[src/rtl/dusq_pkg.sv]
package dusq_pkg;
	localparam int DATA_W = 8;
	localparam int CODE_W = 12;
	localparam int NUM_DAC = 16;
	localparam int NUM_CH = 22;
	localparam int NUM_ALARM = 16;
	localparam int FRAME_BITS = 24;
	localparam int NUM_LIMIT = 24;
	localparam int NUM_HYST = 6;

	localparam logic [7:0] ADDR_IF_CFG1 = 8'h01;
	localparam logic [7:0] ADDR_UPDATE = 8'h0f;
	localparam logic [7:0] ADDR_ADC_CFG = 8'h10;
	localparam logic [7:0] ADDR_FALSE_ALARM = 8'h11;
	localparam logic [7:0] ADDR_CHSEL0 = 8'h13;
	localparam logic [7:0] ADDR_CHSEL1 = 8'h14;
	localparam logic [7:0] ADDR_CHSEL2 = 8'h15;
	localparam logic [7:0] ADDR_CLR_TGT0 = 8'h18;
	localparam logic [7:0] ADDR_CLR_TGT1 = 8'h19;
	localparam logic [7:0] ADDR_CLR_SRC0 = 8'h1a;
	localparam logic [7:0] ADDR_CLR_SRC1 = 8'h1b;
	localparam logic [7:0] ADDR_ADC_FIRST = 8'h20;
	localparam logic [7:0] ADDR_ADC_LAST = 8'h4b;
	localparam logic [7:0] ADDR_DAC_FIRST = 8'h50;
	localparam logic [7:0] ADDR_DAC_LAST = 8'h6f;
	localparam logic [7:0] ADDR_ALARM_STAT0 = 8'h70;
	localparam logic [7:0] ADDR_ALARM_STAT1 = 8'h71;
	localparam logic [7:0] ADDR_GEN_STATUS = 8'h72;
	localparam logic [7:0] ADDR_LIMIT_FIRST = 8'h80;
	localparam logic [7:0] ADDR_LIMIT_LAST = 8'h97;
	localparam logic [7:0] ADDR_HYST_FIRST = 8'ha0;
	localparam logic [7:0] ADDR_HYST_LAST = 8'ha5;
	localparam logic [7:0] ADDR_SW_CLR0 = 8'hb0;
	localparam logic [7:0] ADDR_SW_CLR1 = 8'hb1;
	localparam logic [7:0] ADDR_TRIGGER = 8'hc0;

	localparam int DAC_SELECT_A_BIT = 0;
	localparam int UPD_DAC_BIT = 0;
	localparam int UPD_ADC_BIT = 1;
	localparam int ADC_AUTO_BIT = 0;
	localparam int TRIG_BIT = 0;
	localparam int STAT_DAV_BIT = 0;
	localparam int STAT_BUSY_BIT = 1;
	localparam int STAT_ALARM_BIT = 2;
	localparam int EXTERNAL_ALARM_INPUT_BIT = 15;
	localparam int HDR_LAST_BIT = 15;
	localparam int RW_BIT = 15;
	localparam logic [7:0] REG_RESET = 8'h00;

	typedef enum logic [1:0] {
		ST_IDLE = 2'b00,
		ST_SCAN = 2'b01,
		ST_START = 2'b11,
		ST_WAIT = 2'b10
	} dusq_adc_state_t;
endpackage

[src/rtl/dusq_core.sv]
`timescale 1ns/100ps
// Operation
// - DAC codes are 12-bit straight binary, zero at bottom, midscale at centre.
// - Host DAC writes land in the buffer register only.
// - Update command copies all DAC buffers into active registers.
// - Each DAC output is driven from its active register.
// - Dac_select_a bit selects buffer or active contents for DAC reads.
// - A cleared DAC is driven with zero code while clear lasts.
// - Entering clear leaves buffer and active registers unchanged.
// - Active dac_select_a of a cleared DAC returns zero; stored value kept.
// - Buffer writes and updates still work while DACs are cleared.
// - Leaving clear drives the DAC at once from its active register.
// - Two software clear registers hold one clear bit per DAC.
// - Alarm events 0 to 14 set their status bits; one enabled as clear source clears every targeted DAC.
// - Clearing the last enabled active alarm restores targeted DAC outputs.
// - ADC config selects direct or auto mode; direct after reset.
// - Direct mode converts each enabled channel once, then returns idle.
// - Auto mode repeats the sequence indefinitely after one trigger.
// - A trigger during auto conversion stops it and returns idle.
// - Bipolar results are stored as 12-bit straight binary codes.
// - Unipolar results are stored as 12-bit codes in their own registers.
// - Trigger is software bit or falling edge on enabled trigger pin.
// - Direct completion sets data-available flag and low pin; start or read clears.
module dusq_core (
	input wire logic core_clk,
	input wire logic resetn,
	input wire logic spiCsN,
	input wire logic spiSclk,
	input wire logic spiSdi,
	output logic spiSdo,
	output logic spiSdoOeN,
	output logic [191:0] dacOutCodes,
	input wire logic [15:0] alarmEvents,
	input wire logic externalAlarmInputN,
	input wire logic gpioTriggerPin,
	input wire logic triggerPinEnable,
	output logic gpioDataReadyPinN,
	output logic adcStart,
	output logic [4:0] adcChannel,
	input wire logic adcDone,
	input wire logic [11:0] adcResult,
	output logic adcBusy
);
	// Serial frame: rw, 7 spare, address, data; sampled on rising sclk
	logic sclkPrev_reg;
	logic [4:0] bitCnt_reg;
	logic [23:0] shiftIn_reg;
	logic [7:0] addr_reg;
	logic isRead_reg;
	logic readPulse_reg;
	logic [7:0] shiftOut_reg;
	wire sclkRise = ~spiCsN & spiSclk & ~sclkPrev_reg;
	wire sclkFall = ~spiCsN & ~spiSclk & sclkPrev_reg;
	wire [23:0] shiftInNext = {shiftIn_reg[22:0], spiSdi};
	wire hdrDone = sclkRise & (bitCnt_reg == 5'(dusq_pkg::HDR_LAST_BIT));
	wire wrStb = sclkRise & (bitCnt_reg == 5'(dusq_pkg::FRAME_BITS - 1)) & ~isRead_reg;
	wire [7:0] wrData = shiftInNext[7:0];
	wire rdStb = readPulse_reg;
	wire [7:0] readData;

	always_ff @(posedge core_clk or negedge resetn) begin
		if (!resetn) begin
			sclkPrev_reg <= 1'b0;
			bitCnt_reg <= 5'h00;
			shiftIn_reg <= 24'h000000;
			addr_reg <= 8'h00;
			isRead_reg <= 1'b0;
			readPulse_reg <= 1'b0;
		end else begin
			sclkPrev_reg <= spiSclk;
			readPulse_reg <= hdrDone & shiftInNext[dusq_pkg::RW_BIT];
			if (spiCsN) begin
				bitCnt_reg <= 5'h00;
			end else if (sclkRise) begin
				bitCnt_reg <= bitCnt_reg + 5'h01;
				shiftIn_reg <= shiftInNext;
			end
			if (hdrDone) begin
				addr_reg <= shiftInNext[7:0];
				isRead_reg <= shiftInNext[dusq_pkg::RW_BIT];
			end
		end
	end

	always_ff @(posedge core_clk or negedge resetn) begin
		if (!resetn) begin
			shiftOut_reg <= 8'h00;
		end else if (readPulse_reg) begin
			shiftOut_reg <= readData;
		end else if (sclkFall && bitCnt_reg > 5'(dusq_pkg::HDR_LAST_BIT + 1)) begin
			shiftOut_reg <= {shiftOut_reg[6:0], 1'b0};
		end
	end
	assign spiSdo = shiftOut_reg[7];
	assign spiSdoOeN = spiCsN;

	// Register address decode
	wire wrIfCfg = wrStb & (addr_reg == dusq_pkg::ADDR_IF_CFG1);
	wire wrAdcCfg = wrStb & (addr_reg == dusq_pkg::ADDR_ADC_CFG);
	wire wrFalse = wrStb & (addr_reg == dusq_pkg::ADDR_FALSE_ALARM);
	wire inDac = addr_reg >= dusq_pkg::ADDR_DAC_FIRST && addr_reg <= dusq_pkg::ADDR_DAC_LAST;
	wire inAdc = addr_reg >= dusq_pkg::ADDR_ADC_FIRST && addr_reg <= dusq_pkg::ADDR_ADC_LAST;
	wire inLimit = addr_reg >= dusq_pkg::ADDR_LIMIT_FIRST && addr_reg <= dusq_pkg::ADDR_LIMIT_LAST;
	wire inHyst = addr_reg >= dusq_pkg::ADDR_HYST_FIRST && addr_reg <= dusq_pkg::ADDR_HYST_LAST;
	wire [7:0] dacOff = addr_reg - dusq_pkg::ADDR_DAC_FIRST;
	wire [7:0] adcOff = addr_reg - dusq_pkg::ADDR_ADC_FIRST;
	wire [7:0] limOff = addr_reg - dusq_pkg::ADDR_LIMIT_FIRST;
	wire [7:0] hystOff = addr_reg - dusq_pkg::ADDR_HYST_FIRST;
	wire [3:0] dacIdx = dacOff[4:1];
	wire [4:0] adcIdx = adcOff[5:1];
	wire hiByte = ~addr_reg[0];
	wire dacUpdate = wrStb & (addr_reg == dusq_pkg::ADDR_UPDATE) & wrData[dusq_pkg::UPD_DAC_BIT];
	wire adcUpdate = wrStb & (addr_reg == dusq_pkg::ADDR_UPDATE) & wrData[dusq_pkg::UPD_ADC_BIT];
	wire swTrig = wrStb & (addr_reg == dusq_pkg::ADDR_TRIGGER) & wrData[dusq_pkg::TRIG_BIT];

	// Configuration storage
	logic [7:0] ifCfg_reg;
	logic [7:0] adcCfg_reg;
	logic [7:0] falseAlarm_reg;
	logic [23:0] chanSel_reg;
	logic [15:0] clearTarget_reg;
	logic [15:0] clearSource_reg;
	logic [15:0] swClear_reg;
	logic [7:0] limit_reg [0:dusq_pkg::NUM_LIMIT-1];
	logic [7:0] hyst_reg [0:dusq_pkg::NUM_HYST-1];

	always_ff @(posedge core_clk or negedge resetn) begin
		if (!resetn) begin
			ifCfg_reg <= dusq_pkg::REG_RESET;
			adcCfg_reg <= dusq_pkg::REG_RESET;
			falseAlarm_reg <= dusq_pkg::REG_RESET;
			chanSel_reg <= 24'h000000;
			clearTarget_reg <= 16'h0000;
			clearSource_reg <= 16'h0000;
			swClear_reg <= 16'h0000;
		end else if (wrStb) begin
			if (wrIfCfg) ifCfg_reg <= wrData;
			if (wrAdcCfg) adcCfg_reg <= wrData;
			if (wrFalse) falseAlarm_reg <= wrData;
			if (addr_reg == dusq_pkg::ADDR_CHSEL0) chanSel_reg[7:0] <= wrData;
			if (addr_reg == dusq_pkg::ADDR_CHSEL1) chanSel_reg[15:8] <= wrData;
			if (addr_reg == dusq_pkg::ADDR_CHSEL2) chanSel_reg[23:16] <= wrData;
			if (addr_reg == dusq_pkg::ADDR_CLR_TGT0) clearTarget_reg[7:0] <= wrData;
			if (addr_reg == dusq_pkg::ADDR_CLR_TGT1) clearTarget_reg[15:8] <= wrData;
			if (addr_reg == dusq_pkg::ADDR_CLR_SRC0) clearSource_reg[7:0] <= wrData;
			if (addr_reg == dusq_pkg::ADDR_CLR_SRC1) clearSource_reg[15:8] <= wrData;
			if (addr_reg == dusq_pkg::ADDR_SW_CLR0) swClear_reg[7:0] <= wrData;
			if (addr_reg == dusq_pkg::ADDR_SW_CLR1) swClear_reg[15:8] <= wrData;
		end
	end

	always_ff @(posedge core_clk or negedge resetn) begin
		if (!resetn) begin
			for (int i = 0; i < dusq_pkg::NUM_LIMIT; i++) limit_reg[i] <= dusq_pkg::REG_RESET;
			for (int i = 0; i < dusq_pkg::NUM_HYST; i++) hyst_reg[i] <= dusq_pkg::REG_RESET;
		end else if (wrStb) begin
			if (inLimit) limit_reg[limOff[4:0]] <= wrData;
			if (inHyst) hyst_reg[hystOff[2:0]] <= wrData;
		end
	end

	// Alarm status: latched until read, external alarm follows its pin
	logic [15:0] alarmStatus_reg;
	wire [15:0] alarmNow = {~externalAlarmInputN, alarmEvents[14:0]};
	wire rdStat0 = rdStb & (addr_reg == dusq_pkg::ADDR_ALARM_STAT0);
	wire rdStat1 = rdStb & (addr_reg == dusq_pkg::ADDR_ALARM_STAT1);
	wire [15:0] statClear = {{8{rdStat1}}, {8{rdStat0}}};
	wire [15:0] alarmStatusNext = (alarmStatus_reg & ~statClear) | alarmNow;

	always_ff @(posedge core_clk or negedge resetn) begin
		if (!resetn) begin
			alarmStatus_reg <= 16'h0000;
		end else begin
			alarmStatus_reg <= alarmStatusNext;
			alarmStatus_reg[dusq_pkg::EXTERNAL_ALARM_INPUT_BIT] <= ~externalAlarmInputN;
		end
	end

	// DAC buffer, active and output stages
	logic [11:0] dacBuffer_reg [0:dusq_pkg::NUM_DAC-1];
	logic [11:0] dacActive_reg [0:dusq_pkg::NUM_DAC-1];
	wire clearAlarmActive = |(alarmStatus_reg & clearSource_reg);
	wire [15:0] dacClear = swClear_reg | (clearTarget_reg & {16{clearAlarmActive}});
	wire wrDac = wrStb & inDac;

	always_ff @(posedge core_clk or negedge resetn) begin
		if (!resetn) begin
			for (int i = 0; i < dusq_pkg::NUM_DAC; i++) dacBuffer_reg[i] <= 12'h000;
		end else if (wrDac && hiByte) begin
			dacBuffer_reg[dacIdx][11:8] <= wrData[3:0];
		end else if (wrDac) begin
			dacBuffer_reg[dacIdx][7:0] <= wrData;
		end
	end

	always_ff @(posedge core_clk or negedge resetn) begin
		if (!resetn) begin
			for (int i = 0; i < dusq_pkg::NUM_DAC; i++) dacActive_reg[i] <= 12'h000;
		end else if (dacUpdate) begin
			for (int i = 0; i < dusq_pkg::NUM_DAC; i++) begin
				dacActive_reg[i] <= dacBuffer_reg[i];
			end
		end
	end

	// Straight binary code to the converter; zero code while cleared
	always_ff @(posedge core_clk or negedge resetn) begin
		if (!resetn) begin
			dacOutCodes <= 192'h0;
		end else begin
			for (int i = 0; i < dusq_pkg::NUM_DAC; i++) begin
				dacOutCodes[i*12 +: 12] <= dacClear[i] ? 12'h000 : dacActive_reg[i];
			end
		end
	end

	// ADC sequencer
	dusq_pkg::dusq_adc_state_t state_reg, state_next;
	logic [4:0] chan_reg, chan_next;
	logic davFlag_reg;
	logic trigPrev_reg;
	logic [11:0] adcWork_reg [0:dusq_pkg::NUM_CH-1];
	logic [11:0] adcView_reg [0:dusq_pkg::NUM_CH-1];
	wire autoMode = adcCfg_reg[dusq_pkg::ADC_AUTO_BIT];
	wire pinTrig = triggerPinEnable & trigPrev_reg & ~gpioTriggerPin;
	wire trigger = swTrig | pinTrig;
	wire [21:0] chanEn = chanSel_reg[21:0];
	wire lastChan = chan_reg == 5'(dusq_pkg::NUM_CH - 1);
	wire seqStart = trigger & (state_reg == dusq_pkg::ST_IDLE) & (|chanEn);
	wire stopAuto = trigger & (state_reg != dusq_pkg::ST_IDLE);
	wire scanEnd = (state_reg == dusq_pkg::ST_SCAN) & ~chanEn[chan_reg] & lastChan;
	wire convEnd = (state_reg == dusq_pkg::ST_WAIT) & adcDone & lastChan;
	wire seqEnd = scanEnd | convEnd;
	wire directDone = seqEnd & ~autoMode;
	wire storeResult = (state_reg == dusq_pkg::ST_WAIT) & adcDone;
	wire rdAdcData = rdStb & inAdc;

	always_comb begin
		state_next = state_reg;
		chan_next = chan_reg;
		unique case (state_reg)
			dusq_pkg::ST_IDLE: begin
				if (seqStart) begin
					state_next = dusq_pkg::ST_SCAN;
					chan_next = 5'h00;
				end
			end
			dusq_pkg::ST_SCAN: begin
				if (chanEn[chan_reg]) begin
					state_next = dusq_pkg::ST_START;
				end else if (lastChan) begin
					state_next = autoMode ? dusq_pkg::ST_SCAN : dusq_pkg::ST_IDLE;
					chan_next = 5'h00;
				end else begin
					chan_next = chan_reg + 5'h01;
				end
			end
			dusq_pkg::ST_START: state_next = dusq_pkg::ST_WAIT;
			dusq_pkg::ST_WAIT: begin
				if (adcDone && lastChan) begin
					state_next = autoMode ? dusq_pkg::ST_SCAN : dusq_pkg::ST_IDLE;
					chan_next = 5'h00;
				end else if (adcDone) begin
					state_next = dusq_pkg::ST_SCAN;
					chan_next = chan_reg + 5'h01;
				end
			end
		endcase
		if (stopAuto && autoMode) begin
			state_next = dusq_pkg::ST_IDLE;
		end
	end

	always_ff @(posedge core_clk or negedge resetn) begin
		if (!resetn) begin
			state_reg <= dusq_pkg::ST_IDLE;
			chan_reg <= 5'h00;
			trigPrev_reg <= 1'b1;
			davFlag_reg <= 1'b0;
		end else begin
			state_reg <= state_next;
			chan_reg <= chan_next;
			trigPrev_reg <= gpioTriggerPin;
			davFlag_reg <= directDone | (davFlag_reg & ~seqStart & ~rdAdcData);
		end
	end

	always_ff @(posedge core_clk or negedge resetn) begin
		if (!resetn) begin
			for (int i = 0; i < dusq_pkg::NUM_CH; i++) adcWork_reg[i] <= 12'h000;
		end else if (storeResult) begin
			adcWork_reg[chan_reg] <= adcResult;
		end
	end

	// Visible copy: refreshed at direct completion, or by update command in either mode
	wire [11:0] workLast = storeResult ? adcResult : adcWork_reg[chan_reg];
	always_ff @(posedge core_clk or negedge resetn) begin
		if (!resetn) begin
			for (int i = 0; i < dusq_pkg::NUM_CH; i++) adcView_reg[i] <= 12'h000;
		end else if (directDone || adcUpdate) begin
			for (int i = 0; i < dusq_pkg::NUM_CH; i++) begin
				adcView_reg[i] <= (i == int'(chan_reg)) ? workLast : adcWork_reg[i];
			end
		end
	end

	always_ff @(posedge core_clk or negedge resetn) begin
		if (!resetn) begin
			adcStart <= 1'b0;
			adcChannel <= 5'h00;
			gpioDataReadyPinN <= 1'b1;
		end else begin
			adcStart <= (state_next == dusq_pkg::ST_START);
			adcChannel <= chan_next;
			gpioDataReadyPinN <= ~(directDone | (davFlag_reg & ~seqStart & ~rdAdcData));
		end
	end
	assign adcBusy = state_reg != dusq_pkg::ST_IDLE;

	// Read data selection
	wire readActive = ifCfg_reg[dusq_pkg::DAC_SELECT_A_BIT];
	wire [11:0] dacShown = readActive ? (dacClear[dacIdx] ? 12'h000 : dacActive_reg[dacIdx])
		: dacBuffer_reg[dacIdx];
	wire [11:0] adcShown = adcView_reg[adcIdx];
	wire [7:0] dacByte = hiByte ? {4'h0, dacShown[11:8]} : dacShown[7:0];
	wire [7:0] adcByte = hiByte ? {4'h0, adcShown[11:8]} : adcShown[7:0];
	wire [7:0] genStatus = {5'h00, |alarmStatus_reg, adcBusy, davFlag_reg};
	assign readData =
		inDac ? dacByte :
		inAdc ? adcByte :
		inLimit ? limit_reg[limOff[4:0]] :
		inHyst ? hyst_reg[hystOff[2:0]] :
		(addr_reg == dusq_pkg::ADDR_IF_CFG1) ? ifCfg_reg :
		(addr_reg == dusq_pkg::ADDR_ADC_CFG) ? adcCfg_reg :
		(addr_reg == dusq_pkg::ADDR_FALSE_ALARM) ? falseAlarm_reg :
		(addr_reg == dusq_pkg::ADDR_CHSEL0) ? chanSel_reg[7:0] :
		(addr_reg == dusq_pkg::ADDR_CHSEL1) ? chanSel_reg[15:8] :
		(addr_reg == dusq_pkg::ADDR_CHSEL2) ? chanSel_reg[23:16] :
		(addr_reg == dusq_pkg::ADDR_CLR_TGT0) ? clearTarget_reg[7:0] :
		(addr_reg == dusq_pkg::ADDR_CLR_TGT1) ? clearTarget_reg[15:8] :
		(addr_reg == dusq_pkg::ADDR_CLR_SRC0) ? clearSource_reg[7:0] :
		(addr_reg == dusq_pkg::ADDR_CLR_SRC1) ? clearSource_reg[15:8] :
		(addr_reg == dusq_pkg::ADDR_ALARM_STAT0) ? alarmStatus_reg[7:0] :
		(addr_reg == dusq_pkg::ADDR_ALARM_STAT1) ? alarmStatus_reg[15:8] :
		(addr_reg == dusq_pkg::ADDR_GEN_STATUS) ? genStatus :
		(addr_reg == dusq_pkg::ADDR_SW_CLR0) ? swClear_reg[7:0] :
		(addr_reg == dusq_pkg::ADDR_SW_CLR1) ? swClear_reg[15:8] :
		8'h00;

	update_copy_a: assert property (@(posedge core_clk) disable iff (!resetn)
		dacUpdate |=> dacActive_reg[0] == $past(dacBuffer_reg[0]))
		else $error("update did not copy buffer to active");
	buffer_only_a: assert property (@(posedge core_clk) disable iff (!resetn)
		(wrDac && !dacUpdate) |=> $stable(dacActive_reg[0]))
		else $error("buffer write changed active register");
	clear_zero_a: assert property (@(posedge core_clk) disable iff (!resetn)
		dacClear[0] |=> dacOutCodes[11:0] == 12'h000)
		else $error("cleared DAC not at zero code");
	normal_out_a: assert property (@(posedge core_clk) disable iff (!resetn)
		(!dacClear[0] && !dacUpdate) |=> dacOutCodes[11:0] == dacActive_reg[0])
		else $error("DAC output not following active register");
	direct_end_a: assert property (@(posedge core_clk) disable iff (!resetn)
		(convEnd && !autoMode && !trigger) |=> state_reg == dusq_pkg::ST_IDLE && davFlag_reg)
		else $error("direct sequence did not end idle with flag");
	auto_stop_a: assert property (@(posedge core_clk) disable iff (!resetn)
		(stopAuto && autoMode) |=> state_reg == dusq_pkg::ST_IDLE ##1 !adcBusy || seqStart)
		else $error("second trigger did not stop auto mode");
	auto_repeat_a: assert property (@(posedge core_clk) disable iff (!resetn)
		(convEnd && autoMode && !trigger) |=> state_reg == dusq_pkg::ST_SCAN && chan_reg == 5'h00)
		else $error("auto sequence did not restart");
	dav_pin_a: assert property (@(posedge core_clk) disable iff (!resetn)
		$rose(davFlag_reg) |-> !gpioDataReadyPinN ##1 (davFlag_reg == !gpioDataReadyPinN))
		else $error("data ready pin disagrees with flag");
	alarm_set_a: assert property (@(posedge core_clk) disable iff (!resetn)
		alarmEvents[3] |=> alarmStatus_reg[3])
		else $error("alarm event lost");
	alarm_clear_a: assert property (@(posedge core_clk) disable iff (!resetn)
		(|(alarmStatus_reg & clearSource_reg)) |-> ((clearTarget_reg & ~dacClear) == 16'h0000))
		else $error("enabled alarm did not clear target DAC");
endmodule

[config.mk]
export PLATFORM = sky130hd
export DESIGN_NAME = dusq_core
export DESIGN_NICKNAME = d
export VERILOG_FILES = /design/src/rtl/dusq_pkg.sv /design/src/rtl/dusq_core.sv
export SDC_FILE = /design/constraint.sdc
export NUM_CORES = 2
export LEC_CHECK = 0
export BUFFER_PORTS_ARGS = -buffer_cell sky130_fd_sc_hd__buf_2
export CAP_MARGIN = 10
export CORE_MARGIN = 2
export CORE_UTILIZATION = 50
export DETAILED_ROUTE_END_ITERATION = 16
export MAX_ROUTING_LAYER = met4
export PLACE_DENSITY_LB_ADDON = 0.1
export SETUP_SLACK_MARGIN = 0.2
export SLEW_MARGIN = 10
export SYNTH_ARGS = -nofsm -noshare
export SYNTH_HDL_FRONTEND = slang
export SYNTH_SLANG_ARGS = --single-unit
[constraint.sdc]
create_clock -name core_clk -period 4.4 [get_ports core_clk]
set_input_delay 0.22 -clock core_clk [delete_from_list [all_inputs] [get_ports core_clk]]
set_output_delay 0.22 -clock core_clk [all_outputs]
set_load 0.05 [all_outputs]
==> metrics.md <==
| Metric | Value |
|---|---|
| FFs w/ async S/R, synth | 1.000 |
| Ports | 239 |
| Clock latency on the worst-skew pair | 810 ps |
| Largest net degree at the start of global routing | 131 |
| Final net count | 6,115 |
| Peak supply drop | 0.4565 mV |
| Most common cell after layout, fill and taps aside | dfrtp_1 |
| Die height | 376.0 microns |
| Core region area | 137,500 sq um |
| Post-synthesis register bit count | 1,506 |
| Vias in the first global route | 48,330 |
| Setup Buffers After CTS | 0 |
| Vias per cell | 6.025 |
| Quantity of I/O buffers inserted on ports | 237 |
| Maximum root-to-sink buffer count | 3 |
| Routed length per placed instance | 27.49 microns |
| GRT Total Usage | 0.3243 |
| Post_cts resized | 0 |
| Worst Tran Pin Value | 1240 ps |
| Setup slack, reg-to-reg | 450 ps |
| Final Hold Viols | 0 |
| Cts bufs inserted | 162 |
| Initial antenna violation count | 11 |
| Total grt overflow | 0 |
| Fin crit share | 0.8984 |
| Worst slack at placement | 645.2 ps |
| Reg2reg end | shiftOut_reg[4] |
| Worst-case reg-to-reg path depth | 9 |
| Data required, critical path | 5070 ps |
| Max Fclk | 0.2530 GHz |
| Minimum clock period | 3953 ps |
| Area growth syn-to-layout | 14.40% |
| Root buf cell | clkbuf_16 |
| Post-route setup slack | 447.0 ps |
| Post-CTS Hold Buffers | 32 |
| Setup violators final | 0 |
| Leak pwr | 38.57 nW |
| Drt total wl | 219.9 mm |
| Post-route ant nets | 0 |
| Initial DRC Count | 4,243 |
| # clock sinks | 1,506 |
| Die width | 376.0 microns |
| CP Data Arrival Time | 4630 ps |
| Via count | 48,210 |
| Cell count after synthesis | 5,834 |
| Crit-path cells | buf_12 -> buf_12 -> mux4_2 -> a21oi_1 -> o21ai_0 -> nand2_1 -> nand4_1 -> nor3_1 -> a21oi_1 |
| Crit-path max FO | 28 |
| Total iterations of the first detailed-routing run | 5 |
| Worst hold path type | input port to async pin |
| Max Slew Vio Count | 0 |
| # fillers | 11,640 |
| Synthesized area | 69,200 sq um |
| Row cnt | 136 |
| PwrDens | 411.7 nW/um^2 |
| Layout cell share with drive strength beyond 1 | 0.3010 |
| Library cells used by synthesis | 88 |
| Reg clk slew, reported paths | 60 ps |
| Sum of negative setup slack | 0 ps |
| Post-DP HPWL | 151.1 mm |
| Slew headroom | 0.1649 |
| Post-Syn Area per Cell | 11.86 sq um |
| Post-layout util | 0.5758 |
| RSZ-0062 raised after global routing | false |
| Worst Skew | 32.37 ps |
| CTS tree | built |
| Setup crit start kind | flip-flop |
| Number of max-cap violations | 0 |
| Syn_nets | 5,885 |
| Reg-to-reg critical path startpoint | addr_reg[1] |
| Initial core utilization | 0.5033 |
| CP max stage cell | dfrtp_4 |
| WS Path Type | flip-flop to flip-flop |
| Die area | 141,400 sq um |
| Dominant synthesized flop cell | dfrtp_1 |
| Most frequent cells in the layout | dfrtp_1, nand2_1, mux2_2 |
| Sequential area share after synthesis | 0.5446 |
| # DRC | 0 |
| Status | complete, no violations |
| Syn. warnings | 0 |
| Global-route wire length before repair | 328.3 mm |
| H-tree depth | 4 |
| EDFF count, synth | 0 |
| Worst Setup End Kind | flip-flop |
| GPL Wtd Cong | 0.9919 |
| Max stage delay on crit path | 900 ps |
final cells by class:
class                      instances  area [sq um]  area share
antenna                            5         12.51   0.0001580
clock buffer                     248          4811     0.06077
clock inverter                    54         769.5    0.009720
inverter                          31         116.4    0.001470
multi-input combinational       3845         29610      0.3740
sequential                      1506         37720      0.4765
tap                             1794          2245     0.02835
timing repair buffer             518          3879     0.04899
critical path: cells and delay by family (launching register included):
family | cells | cell delay [ps]
compound gates | 3 | 1020
flops | 1 | 900
buf+inv | 2 | 530
simple gates | 3 | 760
mux | 1 | 560
worst max path at each step:
stage | start | to | slack, ps | cells past startpoint
after floorplan | adcChannel[1] | adcView_reg[80] | 800 | 15
after CTS | addr_reg[1] | shiftOut_reg[4] | 630 | 9
after global routing | adcChannel[0] | adcView_reg[225] | 390 | 10
after detailed placement | addr_reg[1] | shiftOut_reg[4] | 650 | 9
final | addr_reg[1] | shiftOut_reg[4] | 450 | 9
after global placement | addr_reg[1] | shiftOut_reg[4] | 620 | 9
per-layer routing:
layer	track usage	wire length, microns	up-vias
met1	0.4171	88670	24870
met5	-	0	-
li1	-	-	21080
met2	0.5145	106900	1763
met3	0.05079	13620	494
met4	0.1401	10720	0
synthesized netlist by cell type (37+ instances only):
cell         n  area share
nand2_1    812       0.044
mux2i_1     44      0.0064
clkbuf_1   335       0.018
o21ai_0     60      0.0043
a21oi_1    564       0.041
mux2_2     747        0.12
nor2_1     611       0.033
dfrtp_1   1504        0.54
mux4_2     322        0.10
and2_1     197       0.018
buf_2       71      0.0051
nand3_1     64      0.0046
mux2_1      37      0.0060
cell families (layout without fill, tap and decap cells):
family,after synthesis,count (layout),share of synthesized area
compound gates,832,832,0.06869
xor+xnor,4,4,0.0005063
buf+inv,483,851,0.02819
flops,1506,1506,0.5446
simple gates,1841,1841,0.1152
mux,1154,1154,0.2403
other cells,0,5,0
fa+ha+maj,14,14,0.002531
where the power goes:
group / switching [W] / internal (W)
registers: 0.000443 / 0.0141
clock network: 0.00584 / 0.00836
logic: 0.00259 / 0.00126
metrics by stage:
step / area, sq um / std cells / power, W / hold WS, ps
final: 79170 / 8001 / 0.03259 / 26.87
after global routing: 79170 / 8001 / 0.03366 / 53.17
after CTS: 79150 / 7996 / 0.03284 / 10.02
after detailed placement: 73250 / 7662 / 0.01862 / 305.6
after global placement: 73250 / 7662 / 0.01858 / 314.9
after floorplan: 69200 / 5834 / 0.01667 / -75.59
(Power assumes the default switching activity.)
